<file path="src/rtl/itd_cfg.svh">
// constants of the isochronous transmit descriptor engine
// Summary of operation
// - four transmit contexts are built, within the range of 4 to 32.
// - each context carries one channel number onto every word it sends.
// - descriptors sit on 16-byte boundaries and are fetched as such.
// - command 0 with key 0 is a data fragment; branch must be zero.
// - command 0 with key 2 is an inline header; its count must be 8, but the engine does not check it and takes any count as 8.
// - a fragment reads its 16-bit count of bytes from any byte address.
// - the two inline header quadlets go to the fifo with no buffer read.
// - an inline header descriptor that is not final steps two 16-byte blocks.
// - a missed cycle resumes at the skip target of a block's first one.
// - a skip count of 1 to 8 sizes the skip block; zero stops the context.
// - a final descriptor closes the packet, except a final fragment with count 0, which marks no word last; nothing more is appended.
// - a store descriptor writes one quadlet to the address it gives.
`ifndef ITD_CFG_SVH
`define ITD_CFG_SVH
`define ITD_NCTX 4
`define ITD_CTX_STRIDE 8'h10
`define ITD_OFF_CTRL 4'h0
`define ITD_OFF_PTR 4'h4
`define ITD_CTRL_RUN 0
`define ITD_CTRL_ACT 1
`define ITD_CTRL_DEAD 2
`define ITD_CHAN_LSB 8
`define ITD_CMD_MORE 4'h0
`define ITD_CMD_LAST 4'h1
`define ITD_CMD_STORE 4'h8
`define ITD_KEY_DATA 3'h0
`define ITD_KEY_IMM 3'h2
`define ITD_CNT_HDR 16'h0008
`define ITD_BLK_BYTES 4'h0
`define ITD_Q_LAST_DESC 3'h3
`define ITD_Q_LAST_HDR 3'h5
`define ITD_Q_HDR0 3'h4
`define ITD_RST_PTR 28'h000_0000
`define ITD_RST_WORD 32'h0000_0000
`endif

</file>
<file path="src/rtl/itd_pkg.sv">
// types of the isochronous transmit descriptor engine
package itd_pkg;
    typedef enum {
        ST_IDLE, ST_RDQ, ST_DEC, ST_HDR, ST_DRD, ST_DBY,
        ST_STORE, ST_UPD
    } itd_state_t;
    typedef enum {
        K_MORE, K_MORE_IMM, K_LAST, K_LAST_IMM, K_STORE, K_BAD
    } itd_kind_t;
    typedef logic [5:0] itd_chan_t;
endpackage

</file>
<file path="src/rtl/itd_engine.sv">
// isochronous transmit descriptor engine with apb registers
//
// The implementer's own choices: the register addresses and the APB interface to the registers.
`include "itd_cfg.svh"
module itd_engine (
    input wire logic clock,
    input wire logic rst_n,
    input wire logic psel,
    input wire logic penable,
    input wire logic pwrite,
    input wire logic [7:0] paddr,
    input wire logic [31:0] pwdata,
    output logic [31:0] prdata,
    output logic pready,
    output logic pslverr,
    input wire logic cycle_start,
    input wire logic cycle_missed,
    output logic mem_req,
    output logic mem_we,
    output logic [31:0] mem_addr,
    output logic [31:0] mem_wdata,
    input wire logic mem_ack,
    input wire logic [31:0] mem_rdata,
    output logic fifo_valid,
    input wire logic fifo_ready,
    output logic [31:0] fifo_data,
    output logic fifo_last,
    output itd_pkg::itd_chan_t fifo_channel
);
    import itd_pkg::*;

    localparam int N = `ITD_NCTX;

    function automatic itd_kind_t kind_of(input logic [3:0] c,
                                          input logic [2:0] k);
        kind_of = K_BAD;
        if (c == `ITD_CMD_MORE && k == `ITD_KEY_DATA) begin
            kind_of = K_MORE;
        end else if (c == `ITD_CMD_MORE && k == `ITD_KEY_IMM) begin
            kind_of = K_MORE_IMM;
        end else if (c == `ITD_CMD_LAST && k == `ITD_KEY_DATA) begin
            kind_of = K_LAST;
        end else if (c == `ITD_CMD_LAST && k == `ITD_KEY_IMM) begin
            kind_of = K_LAST_IMM;
        end else if (c == `ITD_CMD_STORE && k == `ITD_KEY_IMM) begin
            kind_of = K_STORE;
        end
    endfunction

    // per-context state
    logic [N-1:0] run_q;
    logic [N-1:0] dead_q;
    logic [N-1:0] pend_q;
    logic [N-1:0] miss_q;
    logic [27:0] ptr_q [N];
    logic [3:0] z_q [N];
    itd_chan_t chan_q [N];

    // engine state
    itd_state_t st_q;
    logic [1:0] cx_q;
    logic [27:0] dp_q;
    logic [2:0] qi_q;
    logic [31:0] dq_q [6];
    logic first_q;
    logic hdr_q;
    logic hsel_q;
    logic islast_q;
    logic [31:0] ba_q;
    logic [15:0] rem_q;
    logic [31:0] word_q;
    logic [31:0] pack_q;
    logic [2:0] pk_q;
    logic pv_q;
    logic [38:0] pd_q;
    logic upd_q;
    logic [27:0] uptr_q;
    logic [3:0] uz_q;
    logic ustop_q;
    logic udead_q;
    logic pick_q;
    logic clrmiss_q;
    logic buf_ready;
    logic [38:0] buf_out;
    logic [N-1:0] pick_vec;
    logic [N-1:0] miss_vec;

    // apb decode
    logic acc;
    logic [1:0] a_cx;
    logic hit_ctrl;
    logic hit_ptr;
    logic [31:0] rd_d;
    assign acc = psel && penable && !pready;
    assign a_cx = paddr[5:4];
    assign hit_ctrl = paddr[7:6] == 2'b00 && paddr[3:0] == `ITD_OFF_CTRL;
    assign hit_ptr = paddr[7:6] == 2'b00 && paddr[3:0] == `ITD_OFF_PTR;

    always_comb begin
        rd_d = `ITD_RST_WORD;
        if (hit_ctrl) begin
            rd_d[`ITD_CTRL_RUN] = run_q[a_cx];
            rd_d[`ITD_CTRL_ACT] = (st_q != ST_IDLE) && (cx_q == a_cx);
            rd_d[`ITD_CTRL_DEAD] = dead_q[a_cx];
            rd_d[`ITD_CHAN_LSB +: 6] = chan_q[a_cx];
        end else if (hit_ptr) begin
            rd_d = {ptr_q[a_cx], z_q[a_cx]};
        end
    end

    // one wait state: pready is high in the second access cycle
    always_ff @(posedge clock or negedge rst_n) begin
        if (!rst_n) begin
            pready <= 1'b0;
            pslverr <= 1'b0;
            prdata <= `ITD_RST_WORD;
        end else begin
            pready <= acc;
            pslverr <= acc && !(hit_ctrl || hit_ptr);
            if (acc && !pwrite) begin
                prdata <= rd_d;
            end
        end
    end

    // context registers, one copy per context
    genvar g;
    generate
        for (g = 0; g < N; g++) begin : g_ctx
            logic wr_here;
            assign wr_here = psel && penable && pready && pwrite && a_cx == g;
            assign pick_vec[g] = pick_q && cx_q == g;
            assign miss_vec[g] = clrmiss_q && cx_q == g;
            always_ff @(posedge clock or negedge rst_n) begin
                if (!rst_n) begin
                    run_q[g] <= 1'b0;
                    dead_q[g] <= 1'b0;
                    chan_q[g] <= '0;
                    ptr_q[g] <= `ITD_RST_PTR;
                    z_q[g] <= 4'h0;
                end else begin
                    if (upd_q && cx_q == g) begin
                        ptr_q[g] <= uptr_q;
                        z_q[g] <= uz_q;
                        if (ustop_q) begin
                            run_q[g] <= 1'b0;
                        end
                        if (udead_q) begin
                            dead_q[g] <= 1'b1;
                        end
                    end
                    if (wr_here && hit_ctrl) begin
                        run_q[g] <= pwdata[`ITD_CTRL_RUN];
                        chan_q[g] <= pwdata[`ITD_CHAN_LSB +: 6];
                        if (pwdata[`ITD_CTRL_RUN]) begin
                            dead_q[g] <= 1'b0;
                        end
                    end
                    if (wr_here && hit_ptr) begin
                        ptr_q[g] <= pwdata[31:4];
                        z_q[g] <= pwdata[3:0];
                    end
                end
            end
            // set wins over clear for both event flags
            always_ff @(posedge clock or negedge rst_n) begin
                if (!rst_n) begin
                    pend_q[g] <= 1'b0;
                    miss_q[g] <= 1'b0;
                end else begin
                    if (cycle_start && run_q[g]) begin
                        pend_q[g] <= 1'b1;
                    end else if (pick_vec[g]) begin
                        pend_q[g] <= 1'b0;
                    end
                    if (cycle_missed && run_q[g]) begin
                        miss_q[g] <= 1'b1;
                    end else if (miss_vec[g]) begin
                        miss_q[g] <= 1'b0;
                    end
                end
            end
        end
    endgenerate

    // lowest pending context is served first
    logic [1:0] nxt_cx;
    logic any_pend;
    always_comb begin
        nxt_cx = 2'd0;
        any_pend = 1'b0;
        for (int i = N - 1; i >= 0; i--) begin
            if (pend_q[i] && run_q[i]) begin
                nxt_cx = 2'(i);
                any_pend = 1'b1;
            end
        end
    end

    logic [7:0] cur_byte;
    logic [15:0] cnt;
    assign cur_byte = word_q[8 * (3 - ba_q[1:0]) +: 8];
    assign cnt = dq_q[0][15:0];

    // descriptor fetch and packet assembly
    always_ff @(posedge clock or negedge rst_n) begin
        if (!rst_n) begin
            st_q <= ST_IDLE;
            cx_q <= 2'd0;
            dp_q <= `ITD_RST_PTR;
            qi_q <= 3'd0;
            first_q <= 1'b0;
            hdr_q <= 1'b0;
            hsel_q <= 1'b0;
            islast_q <= 1'b0;
            ba_q <= `ITD_RST_WORD;
            rem_q <= 16'h0000;
            word_q <= `ITD_RST_WORD;
            pack_q <= `ITD_RST_WORD;
            pk_q <= 3'd0;
            pv_q <= 1'b0;
            pd_q <= '0;
            mem_req <= 1'b0;
            mem_we <= 1'b0;
            mem_addr <= `ITD_RST_WORD;
            mem_wdata <= `ITD_RST_WORD;
            upd_q <= 1'b0;
            uptr_q <= `ITD_RST_PTR;
            uz_q <= 4'h0;
            ustop_q <= 1'b0;
            udead_q <= 1'b0;
            pick_q <= 1'b0;
            clrmiss_q <= 1'b0;
        end else begin
            pick_q <= 1'b0;
            clrmiss_q <= 1'b0;
            upd_q <= 1'b0;
            if (pv_q && buf_ready) begin
                pv_q <= 1'b0;
            end
            case (st_q)
                ST_IDLE: begin
                    if (any_pend && !upd_q) begin
                        cx_q <= nxt_cx;
                        dp_q <= ptr_q[nxt_cx];
                        qi_q <= 3'd0;
                        first_q <= 1'b1;
                        hdr_q <= 1'b0;
                        pk_q <= 3'd0;
                        pick_q <= 1'b1;
                        st_q <= ST_RDQ;
                    end
                end
                ST_RDQ: begin
                    if (!mem_req) begin
                        mem_req <= 1'b1;
                        mem_we <= 1'b0;
                        mem_addr <= {dp_q, `ITD_BLK_BYTES} +
                                    {27'h0, qi_q, 2'b00};
                    end else if (mem_ack) begin
                        mem_req <= 1'b0;
                        dq_q[qi_q] <= mem_rdata;
                        qi_q <= qi_q + 3'd1;
                        if (qi_q == `ITD_Q_LAST_HDR) begin
                            hsel_q <= 1'b0;
                            st_q <= ST_HDR;
                        end else if (qi_q == `ITD_Q_LAST_DESC && !hdr_q) begin
                            st_q <= ST_DEC;
                        end
                    end
                end
                ST_DEC: begin
                    if (first_q && miss_q[cx_q]) begin
                        // skip target lives in the block's first one
                        clrmiss_q <= 1'b1;
                        upd_q <= 1'b1;
                        uptr_q <= dq_q[3][31:4];
                        uz_q <= dq_q[3][3:0];
                        ustop_q <= dq_q[3][3:0] == 4'h0;
                        udead_q <= 1'b0;
                        st_q <= ST_IDLE;
                    end else begin
                        case (kind_of(dq_q[0][31:28], dq_q[0][26:24]))
                            K_MORE, K_LAST: begin
                                ba_q <= dq_q[1];
                                rem_q <= cnt;
                                islast_q <= dq_q[0][28];
                                if (dq_q[0][28] && cnt == 16'h0000) begin
                                    st_q <= ST_UPD;
                                end else begin
                                    st_q <= ST_DRD;
                                end
                            end
                            K_MORE_IMM, K_LAST_IMM: begin
                                // count is taken as 8 whatever it says
                                hdr_q <= 1'b1;
                                qi_q <= `ITD_Q_HDR0;
                                islast_q <= dq_q[0][28];
                                st_q <= ST_RDQ;
                            end
                            K_STORE: begin
                                st_q <= ST_STORE;
                            end
                            default: begin
                                upd_q <= 1'b1;
                                uptr_q <= dp_q;
                                uz_q <= z_q[cx_q];
                                ustop_q <= 1'b1;
                                udead_q <= 1'b1;
                                st_q <= ST_IDLE;
                            end
                        endcase
                    end
                end
                ST_HDR: begin
                    if (!pv_q) begin
                        pv_q <= 1'b1;
                        pd_q <= {chan_q[cx_q], hsel_q && islast_q,
                                 dq_q[{2'b10, hsel_q}]};
                        hsel_q <= 1'b1;
                        if (hsel_q) begin
                            if (islast_q) begin
                                st_q <= ST_UPD;
                            end else begin
                                dp_q <= dp_q + 28'd2;
                                qi_q <= 3'd0;
                                first_q <= 1'b0;
                                hdr_q <= 1'b0;
                                st_q <= ST_RDQ;
                            end
                        end
                    end
                end
                ST_DRD: begin
                    if (!mem_req) begin
                        mem_req <= 1'b1;
                        mem_we <= 1'b0;
                        mem_addr <= {ba_q[31:2], 2'b00};
                    end else if (mem_ack) begin
                        mem_req <= 1'b0;
                        word_q <= mem_rdata;
                        st_q <= ST_DBY;
                    end
                end
                ST_DBY: begin
                    if (pv_q) begin
                        st_q <= ST_DBY;
                    end else if (pk_q == 3'd4) begin
                        pv_q <= 1'b1;
                        pd_q <= {chan_q[cx_q],
                                 islast_q && rem_q == 16'h0000, pack_q};
                        pk_q <= 3'd0;
                    end else if (rem_q == 16'h0000) begin
                        if (islast_q && pk_q != 3'd0) begin
                            // tail of the packet is zero padded
                            pv_q <= 1'b1;
                            pd_q <= {chan_q[cx_q], 1'b1,
                                     pack_q << (8 * (4 - pk_q))};
                            pk_q <= 3'd0;
                        end
                        if (islast_q) begin
                            st_q <= ST_UPD;
                        end else begin
                            // a partial word carries into the next one
                            dp_q <= dp_q + 28'd1;
                            qi_q <= 3'd0;
                            first_q <= 1'b0;
                            st_q <= ST_RDQ;
                        end
                    end else begin
                        pack_q <= {pack_q[23:0], cur_byte};
                        pk_q <= pk_q + 3'd1;
                        ba_q <= ba_q + 32'd1;
                        rem_q <= rem_q - 16'd1;
                        if (ba_q[1:0] == 2'b11 && rem_q != 16'd1) begin
                            st_q <= ST_DRD;
                        end
                    end
                end
                ST_STORE: begin
                    if (!mem_req) begin
                        mem_req <= 1'b1;
                        mem_we <= 1'b1;
                        mem_addr <= dq_q[1];
                        mem_wdata <= dq_q[2];
                    end else if (mem_ack) begin
                        mem_req <= 1'b0;
                        mem_we <= 1'b0;
                        dp_q <= dp_q + 28'd1;
                        qi_q <= 3'd0;
                        first_q <= 1'b0;
                        st_q <= ST_RDQ;
                    end
                end
                ST_UPD: begin
                    if (!pv_q) begin
                        upd_q <= 1'b1;
                        uptr_q <= dq_q[2][31:4];
                        uz_q <= dq_q[2][3:0];
                        ustop_q <= dq_q[2][3:0] == 4'h0;
                        udead_q <= 1'b0;
                        st_q <= ST_IDLE;
                    end
                end
                default: begin
                    st_q <= ST_IDLE;
                end
            endcase
        end
    end

    itd_buf2 #(
        .W(39)
    ) u_buf (
        .clock(clock),
        .rst_n(rst_n),
        .in_valid(pv_q),
        .in_ready(buf_ready),
        .in_data(pd_q),
        .out_valid(fifo_valid),
        .out_ready(fifo_ready),
        .out_data(buf_out)
    );

    assign fifo_data = buf_out[31:0];
    assign fifo_last = buf_out[32];
    assign fifo_channel = buf_out[38:33];
endmodule

</file>
<file path="src/rtl/itd_buf2.sv">
// two-entry valid/ready buffer in front of the transmit fifo
module itd_buf2 #(
    parameter int W = 39
) (
    input wire logic clock,
    input wire logic rst_n,
    input wire logic in_valid,
    output logic in_ready,
    input wire logic [W-1:0] in_data,
    output logic out_valid,
    input wire logic out_ready,
    output logic [W-1:0] out_data
);
    logic [W-1:0] mem_q [2];
    logic [1:0] cnt_q;
    logic rd_q;
    logic wr_q;
    logic push;
    logic pop;

    assign in_ready = (cnt_q != 2'd2);
    assign out_valid = (cnt_q != 2'd0);
    assign out_data = mem_q[rd_q];
    assign push = in_valid && in_ready;
    assign pop = out_valid && out_ready;

    always_ff @(posedge clock or negedge rst_n) begin
        if (!rst_n) begin
            cnt_q <= 2'd0;
            rd_q <= 1'b0;
            wr_q <= 1'b0;
        end else begin
            if (push) begin
                wr_q <= ~wr_q;
            end
            if (pop) begin
                rd_q <= ~rd_q;
            end
            if (push && !pop) begin
                cnt_q <= cnt_q + 2'd1;
            end else if (pop && !push) begin
                cnt_q <= cnt_q - 2'd1;
            end
        end
    end

    always_ff @(posedge clock) begin
        if (push) begin
            mem_q[wr_q] <= in_data;
        end
    end
endmodule

</file>
<file path="config.mk">
export PLATFORM = sky130hd
export DESIGN_NAME = itd_engine
export DESIGN_NICKNAME = d
export VERILOG_FILES = /design/src/rtl/itd_pkg.sv /design/src/rtl/itd_engine.sv /design/src/rtl/itd_buf2.sv
export VERILOG_INCLUDE_DIRS = /design/src /design/src/rtl
export SDC_FILE = /design/constraint.sdc
export NUM_CORES = 1
export LEC_CHECK = 0
export BUFFER_PORTS_ARGS = -buffer_cell sky130_fd_sc_hd__buf_2
export CELL_PAD_IN_SITES_DETAIL_PLACEMENT = 1
export CELL_PAD_IN_SITES_GLOBAL_PLACEMENT = 2
export CORE_UTILIZATION = 42
export CTS_CLUSTER_SIZE = 24
export DETAILED_ROUTE_END_ITERATION = 7
export PLACE_DENSITY_LB_ADDON = 0.1
export SKIP_LAST_GASP = 1
export SLEW_MARGIN = 20
export SYNTH_ARGS = -nofsm -noshare
export SYNTH_HDL_FRONTEND = slang
export SYNTH_SLANG_ARGS = --single-unit
</file>
<file path="constraint.sdc">
create_clock -name clock -period 4.31 [get_ports clock]
set_clock_uncertainty 0.15 [all_clocks]
set_input_delay 0.862 -clock clock [delete_from_list [all_inputs] [get_ports clock]]
set_output_delay 0.862 -clock clock [all_outputs]
set_load 0.005 [all_outputs]
</file>
==> results_tabular.tex <==
\begin{tabular}{lr}
\hline
Metric & Value \\
\hline
\multicolumn{2}{l}{\textbf{Synthesis}} \\
\quad Number of synthesized register bits & 765 \\
\quad Cell Area, Synth & 36400 µm² \\
\quad Number of enable flip-flop cells after synthesis & 261 \\
\quad Yosys Warn Count & 0 \\
\quad Syn nets & 3246 \\
\quad Largest cells by area after synthesis & dfrtp\_1, edfxtp\_1, mux2i\_1 \\
\quad Average size of a mapped cell & 11.6 µm² \\
\quad Share of flip-flops with an asynchronous set or reset & 0.659 \\
\quad Leading register cell type out of synthesis & dfrtp\_1 \\
\quad Area share of the largest cell type after synthesis & 0.347 \\
\quad Cell variety after synth & 88 \\
\quad Number of instances in the synthesized netlist & 3150 \\
\quad Area leader, netlist & dfrtp\_1 \\
\quad Share of synthesized area occupied by flip-flops and latches & 0.562 \\
\multicolumn{2}{l}{\textbf{Die}} \\
\quad Number of ports placed on the die boundary & 221 \\
\quad Die Footprint & 87800 µm² \\
\quad Floorplan die width & 296 µm \\
\quad Area of the placeable core & 85500 µm² \\
\quad Vertical die dimension & 296 µm \\
\quad Standard-cell row count & 107 \\
\quad Effective utilization at floorplan & 0.425 \\
\multicolumn{2}{l}{\textbf{Timing}} \\
\quad Count of final setup violators & 0 \\
\quad RSZ-0062 raised after global routing & no \\
\quad Worst relative slew slack & 0.239 \\
\quad Final hold slack & 0.320 ns \\
\quad Slew at the pin closest to its max-slew limit & 1.13 ns \\
\quad Highest Clock Rate & 0.286 GHz \\
\quad Setup tns final & 0 ns \\
\quad Ratio of final minimum period to clock period & 0.811 \\
\quad Final-report hold violation count & 0 \\
\quad Final critical-path required period & 3.50 ns \\
\quad Final number of max-transition violations & 0 \\
\multicolumn{2}{l}{\textbf{Setup path}} \\
\quad Endpoint required time on the critical path & 4.66 ns \\
\quad Kind of critical path & reg2reg \\
\quad Highest cell delay on the worst timing path & 0.73 ns \\
\quad CP Max Fanout & 13 \\
\quad Endpoint kind of the worst setup timing path & register \\
\quad Crit path max-delay cell type & dfrtp\_1 \\
\quad WP data arrival & 3.85 ns \\
\quad Critical Path, Cell by Cell & ha\_1 > ha\_1 > nand3\_1 > nor2\_1 > nand3\_1 > xnor2\_1 > a222oi\_1 > o21ai\_0 \\
\quad Crit start category & register \\
\multicolumn{2}{l}{\textbf{Placed design}} \\
\quad HPWL after DPL & 87700 µm \\
\quad Total of buffers placed on input and output ports & 220 \\
\quad Final Wtd Congestion & 0.891 \\
\multicolumn{2}{l}{\textbf{Cells and area}} \\
\quad Number of antenna cells inserted & 0 \\
\quad Area of the multi-input gates & 15000 µm² \\
\quad Area delta synth->final & 14.3\% \\
\quad Most frequent cells in the layout & dfrtp\_1, nand2\_1, a21oi\_1 \\
\quad Footprint of the flip-flops and latches & 20500 µm² \\
\quad Most common cell after layout, fill and taps aside & dfrtp\_1 \\
\quad Share of layout cells above drive strength 1 & 0.217 \\
\quad Number of nets in the final layout & 3416 \\
\quad Number of inserted filler cells in the final layout & 9038 \\
\multicolumn{2}{l}{\textbf{Global routing}} \\
\quad Largest net degree at the start of global routing & 133 \\
\quad Global-route wire length before repair & 190000 µm \\
\quad Vias in the first global route & 27700 \\
\quad Remaining global-route overflow & 0 \\
\quad Aggregate global-route resource usage & 0.292 \\
\quad Initial antenna violation count & 10 \\
\multicolumn{2}{l}{\textbf{Clock network}} \\
\quad Post-CTS Resized & 0 \\
\quad Skew-Pair Late Insertion Delay & 0.66 ns \\
\quad Buffers inserted by post-CTS timing repair & 0 \\
\quad TritonCTS clock tree & built \\
\quad Hold bufs inserted after CTS & 1 \\
\quad Bufs on Longest Clock Path & 3 \\
\quad Reg clk slew, reported paths & 0.06 ns \\
\quad Level count of the clock H-tree & 3 \\
\quad Sink Count & 765 \\
\quad Clock buffers created by TritonCTS & 87 \\
\quad Root buffer cell & clkbuf\_16 \\
\multicolumn{2}{l}{\textbf{Power and ir drop}} \\
\quad Power per unit of standard cell area & 597 nW/µm² \\
\quad Highest ir drop seen on vdd & 0.329 mV \\
\quad Leakage power & 17.6 nW \\
\quad P\_int & 15.9 mW \\
\quad Share of total power in the clock network & 0.299 \\
\quad Switching component of the power & 8.92 mW \\
\quad Switching Fraction & 0.359 \\
\quad Fraction of power consumed by combinational cells & 0.277 \\
\quad Fraction of power consumed by sequential logic & 0.425 \\
\multicolumn{2}{l}{\textbf{Status}} \\
\quad Status & completed \\
\multicolumn{2}{l}{\textbf{Route}} \\
\quad DR vias & 27100 \\
\quad Antenna-violating nets left & 0 \\
\quad DRC marker count from the first detailed-route iteration & 2157 \\
\quad Number of DRC violations after detailed routing & 0 \\
\quad Final routed wire length divided by cell count & 28.0 µm \\
\quad Wire length after detailed routing & 127000 µm \\
\quad TritonRoute pass-1 iters & 6 \\
\quad Detail-routed via count per cell & 5.96 \\
\multicolumn{2}{l}{\textbf{Job}} \\
\quad Number of violations of the max-capacitance limit & 0 \\
\multicolumn{2}{l}{\textbf{Hold path}} \\
\quad Type of the tightest min-delay check & reg2reg \\
\hline
\end{tabular}
-- Yosys cell counts, drive strengths merged (13+ instances only) --
master,instances
a22o,37
o22ai,17
nand3,74
nand4,21
buf,123
nor3,38
nor2,263
ha,15
clkbuf,93
xnor2,24
mux2,177
edfxtp,261
nor2b,15
and3,21
mux2i,251
a222oi,24
mux4,68
nand2,310
a22oi,15
inv,26
o31ai,13
a21oi,292
o21ai,286
nor4,16
a31oi,25
and2,14
dfrtp,504
-- critical path, delay by kind of cell, from the launching register on --
kind / cells / cell delay (ns)
XOR/XNOR: 1 / 0.24
flip-flops: 1 / 0.73
AO/OA/AOI/OAI: 2 / 0.69
AND/OR/NAND/NOR: 3 / 0.65
adder cells (fa/ha/maj): 2 / 0.88
-- registers in the layout, summed over array words and instances (netlist names), 28 cells and up --
register and cells:
pd_q 39, uptr_q 28, ba_q 32, ptr_q 112, word_q 32, u_buf.mem_q 78
mem_addr 32, dq_q 183, prdata 32, pack_q 32, dp_q 28, mem_wdata 32
-- cell type report --
type / instances / area share
clock buffer: 140 / 0.0624
clock inverter: 23 / 0.00653
inverter: 26 / 0.00235
multi-input combinational: 2143 / 0.360
sequential: 765 / 0.492
tap: 1144 / 0.0344
timing repair buffer: 297 / 0.0428
-- stage by stage --
step | instances | power (mW) | cell area (µm²) | setup slack [ns] | utilization
final | 4538 | 24.9 | 41600 | 0.813 | 0.486
after global routing | 4538 | 26.0 | 41600 | 0.623 | 0.486
after CTS | 4538 | 25.0 | 41600 | 0.735 | 0.486
after detailed placement | 4374 | 17.5 | 38700 | 0.731 | 0.453
after global placement | 4374 | 17.2 | 38700 | 0.693 | 0.453
after floorplan | 3150 | 14.4 | 36400 | 0.308 | -
-- power by group through the flow --
stage	registers, mW	logic [mW]	clock network [mW]
6_report	10.6	6.87	7.42
5_1_grt	10.7	7.47	7.85
4_1_cts	10.5	6.88	7.57
3_5_place_dp	10.6	6.84	0
3_3_place_gp	10.5	6.68	0
2_1_floorplan	9.89	4.56	0
-- metal layers --
| layer | share of wire | routed length [µm] | global-route usage |
|---|---|---|---|
| met5 | 0.00022 | 28 | 0 |
| met4 | 0.032 | 4100 | 0.102 |
| met3 | 0.052 | 6620 | 0.0325 |
| met2 | 0.45 | 57100 | 0.444 |
| met1 | 0.47 | 59400 | 0.433 |
-- cells by family after synthesis --
family,count (synthesis),synth area share
compound gates,780,0.127
xor+xnor,35,0.00842
fa+ha+maj,15,0.00516
buf+inv,242,0.0297
flops,765,0.562
mux,496,0.166
simple gates,817,0.102
-- worst paths after layout --
check	startpoint	end	slack (ns)	cells after the start
setup reg to reg	dp_q[0]	mem_addr[12]	0.81	8
max in group asynchronous	rst_n	hsel_q	2.35	3
min in group asynchronous	rst_n	mem_wdata[29]	0.57	2
hold / removal	pd_q[24]	u_buf.mem_q[1][24]	0.32	0
setup / recovery	dp_q[0]	mem_addr[12]	0.81	8
hold reg to reg	pd_q[24]	u_buf.mem_q[1][24]	0.32	0
Power figures use the tool's default switching activity.
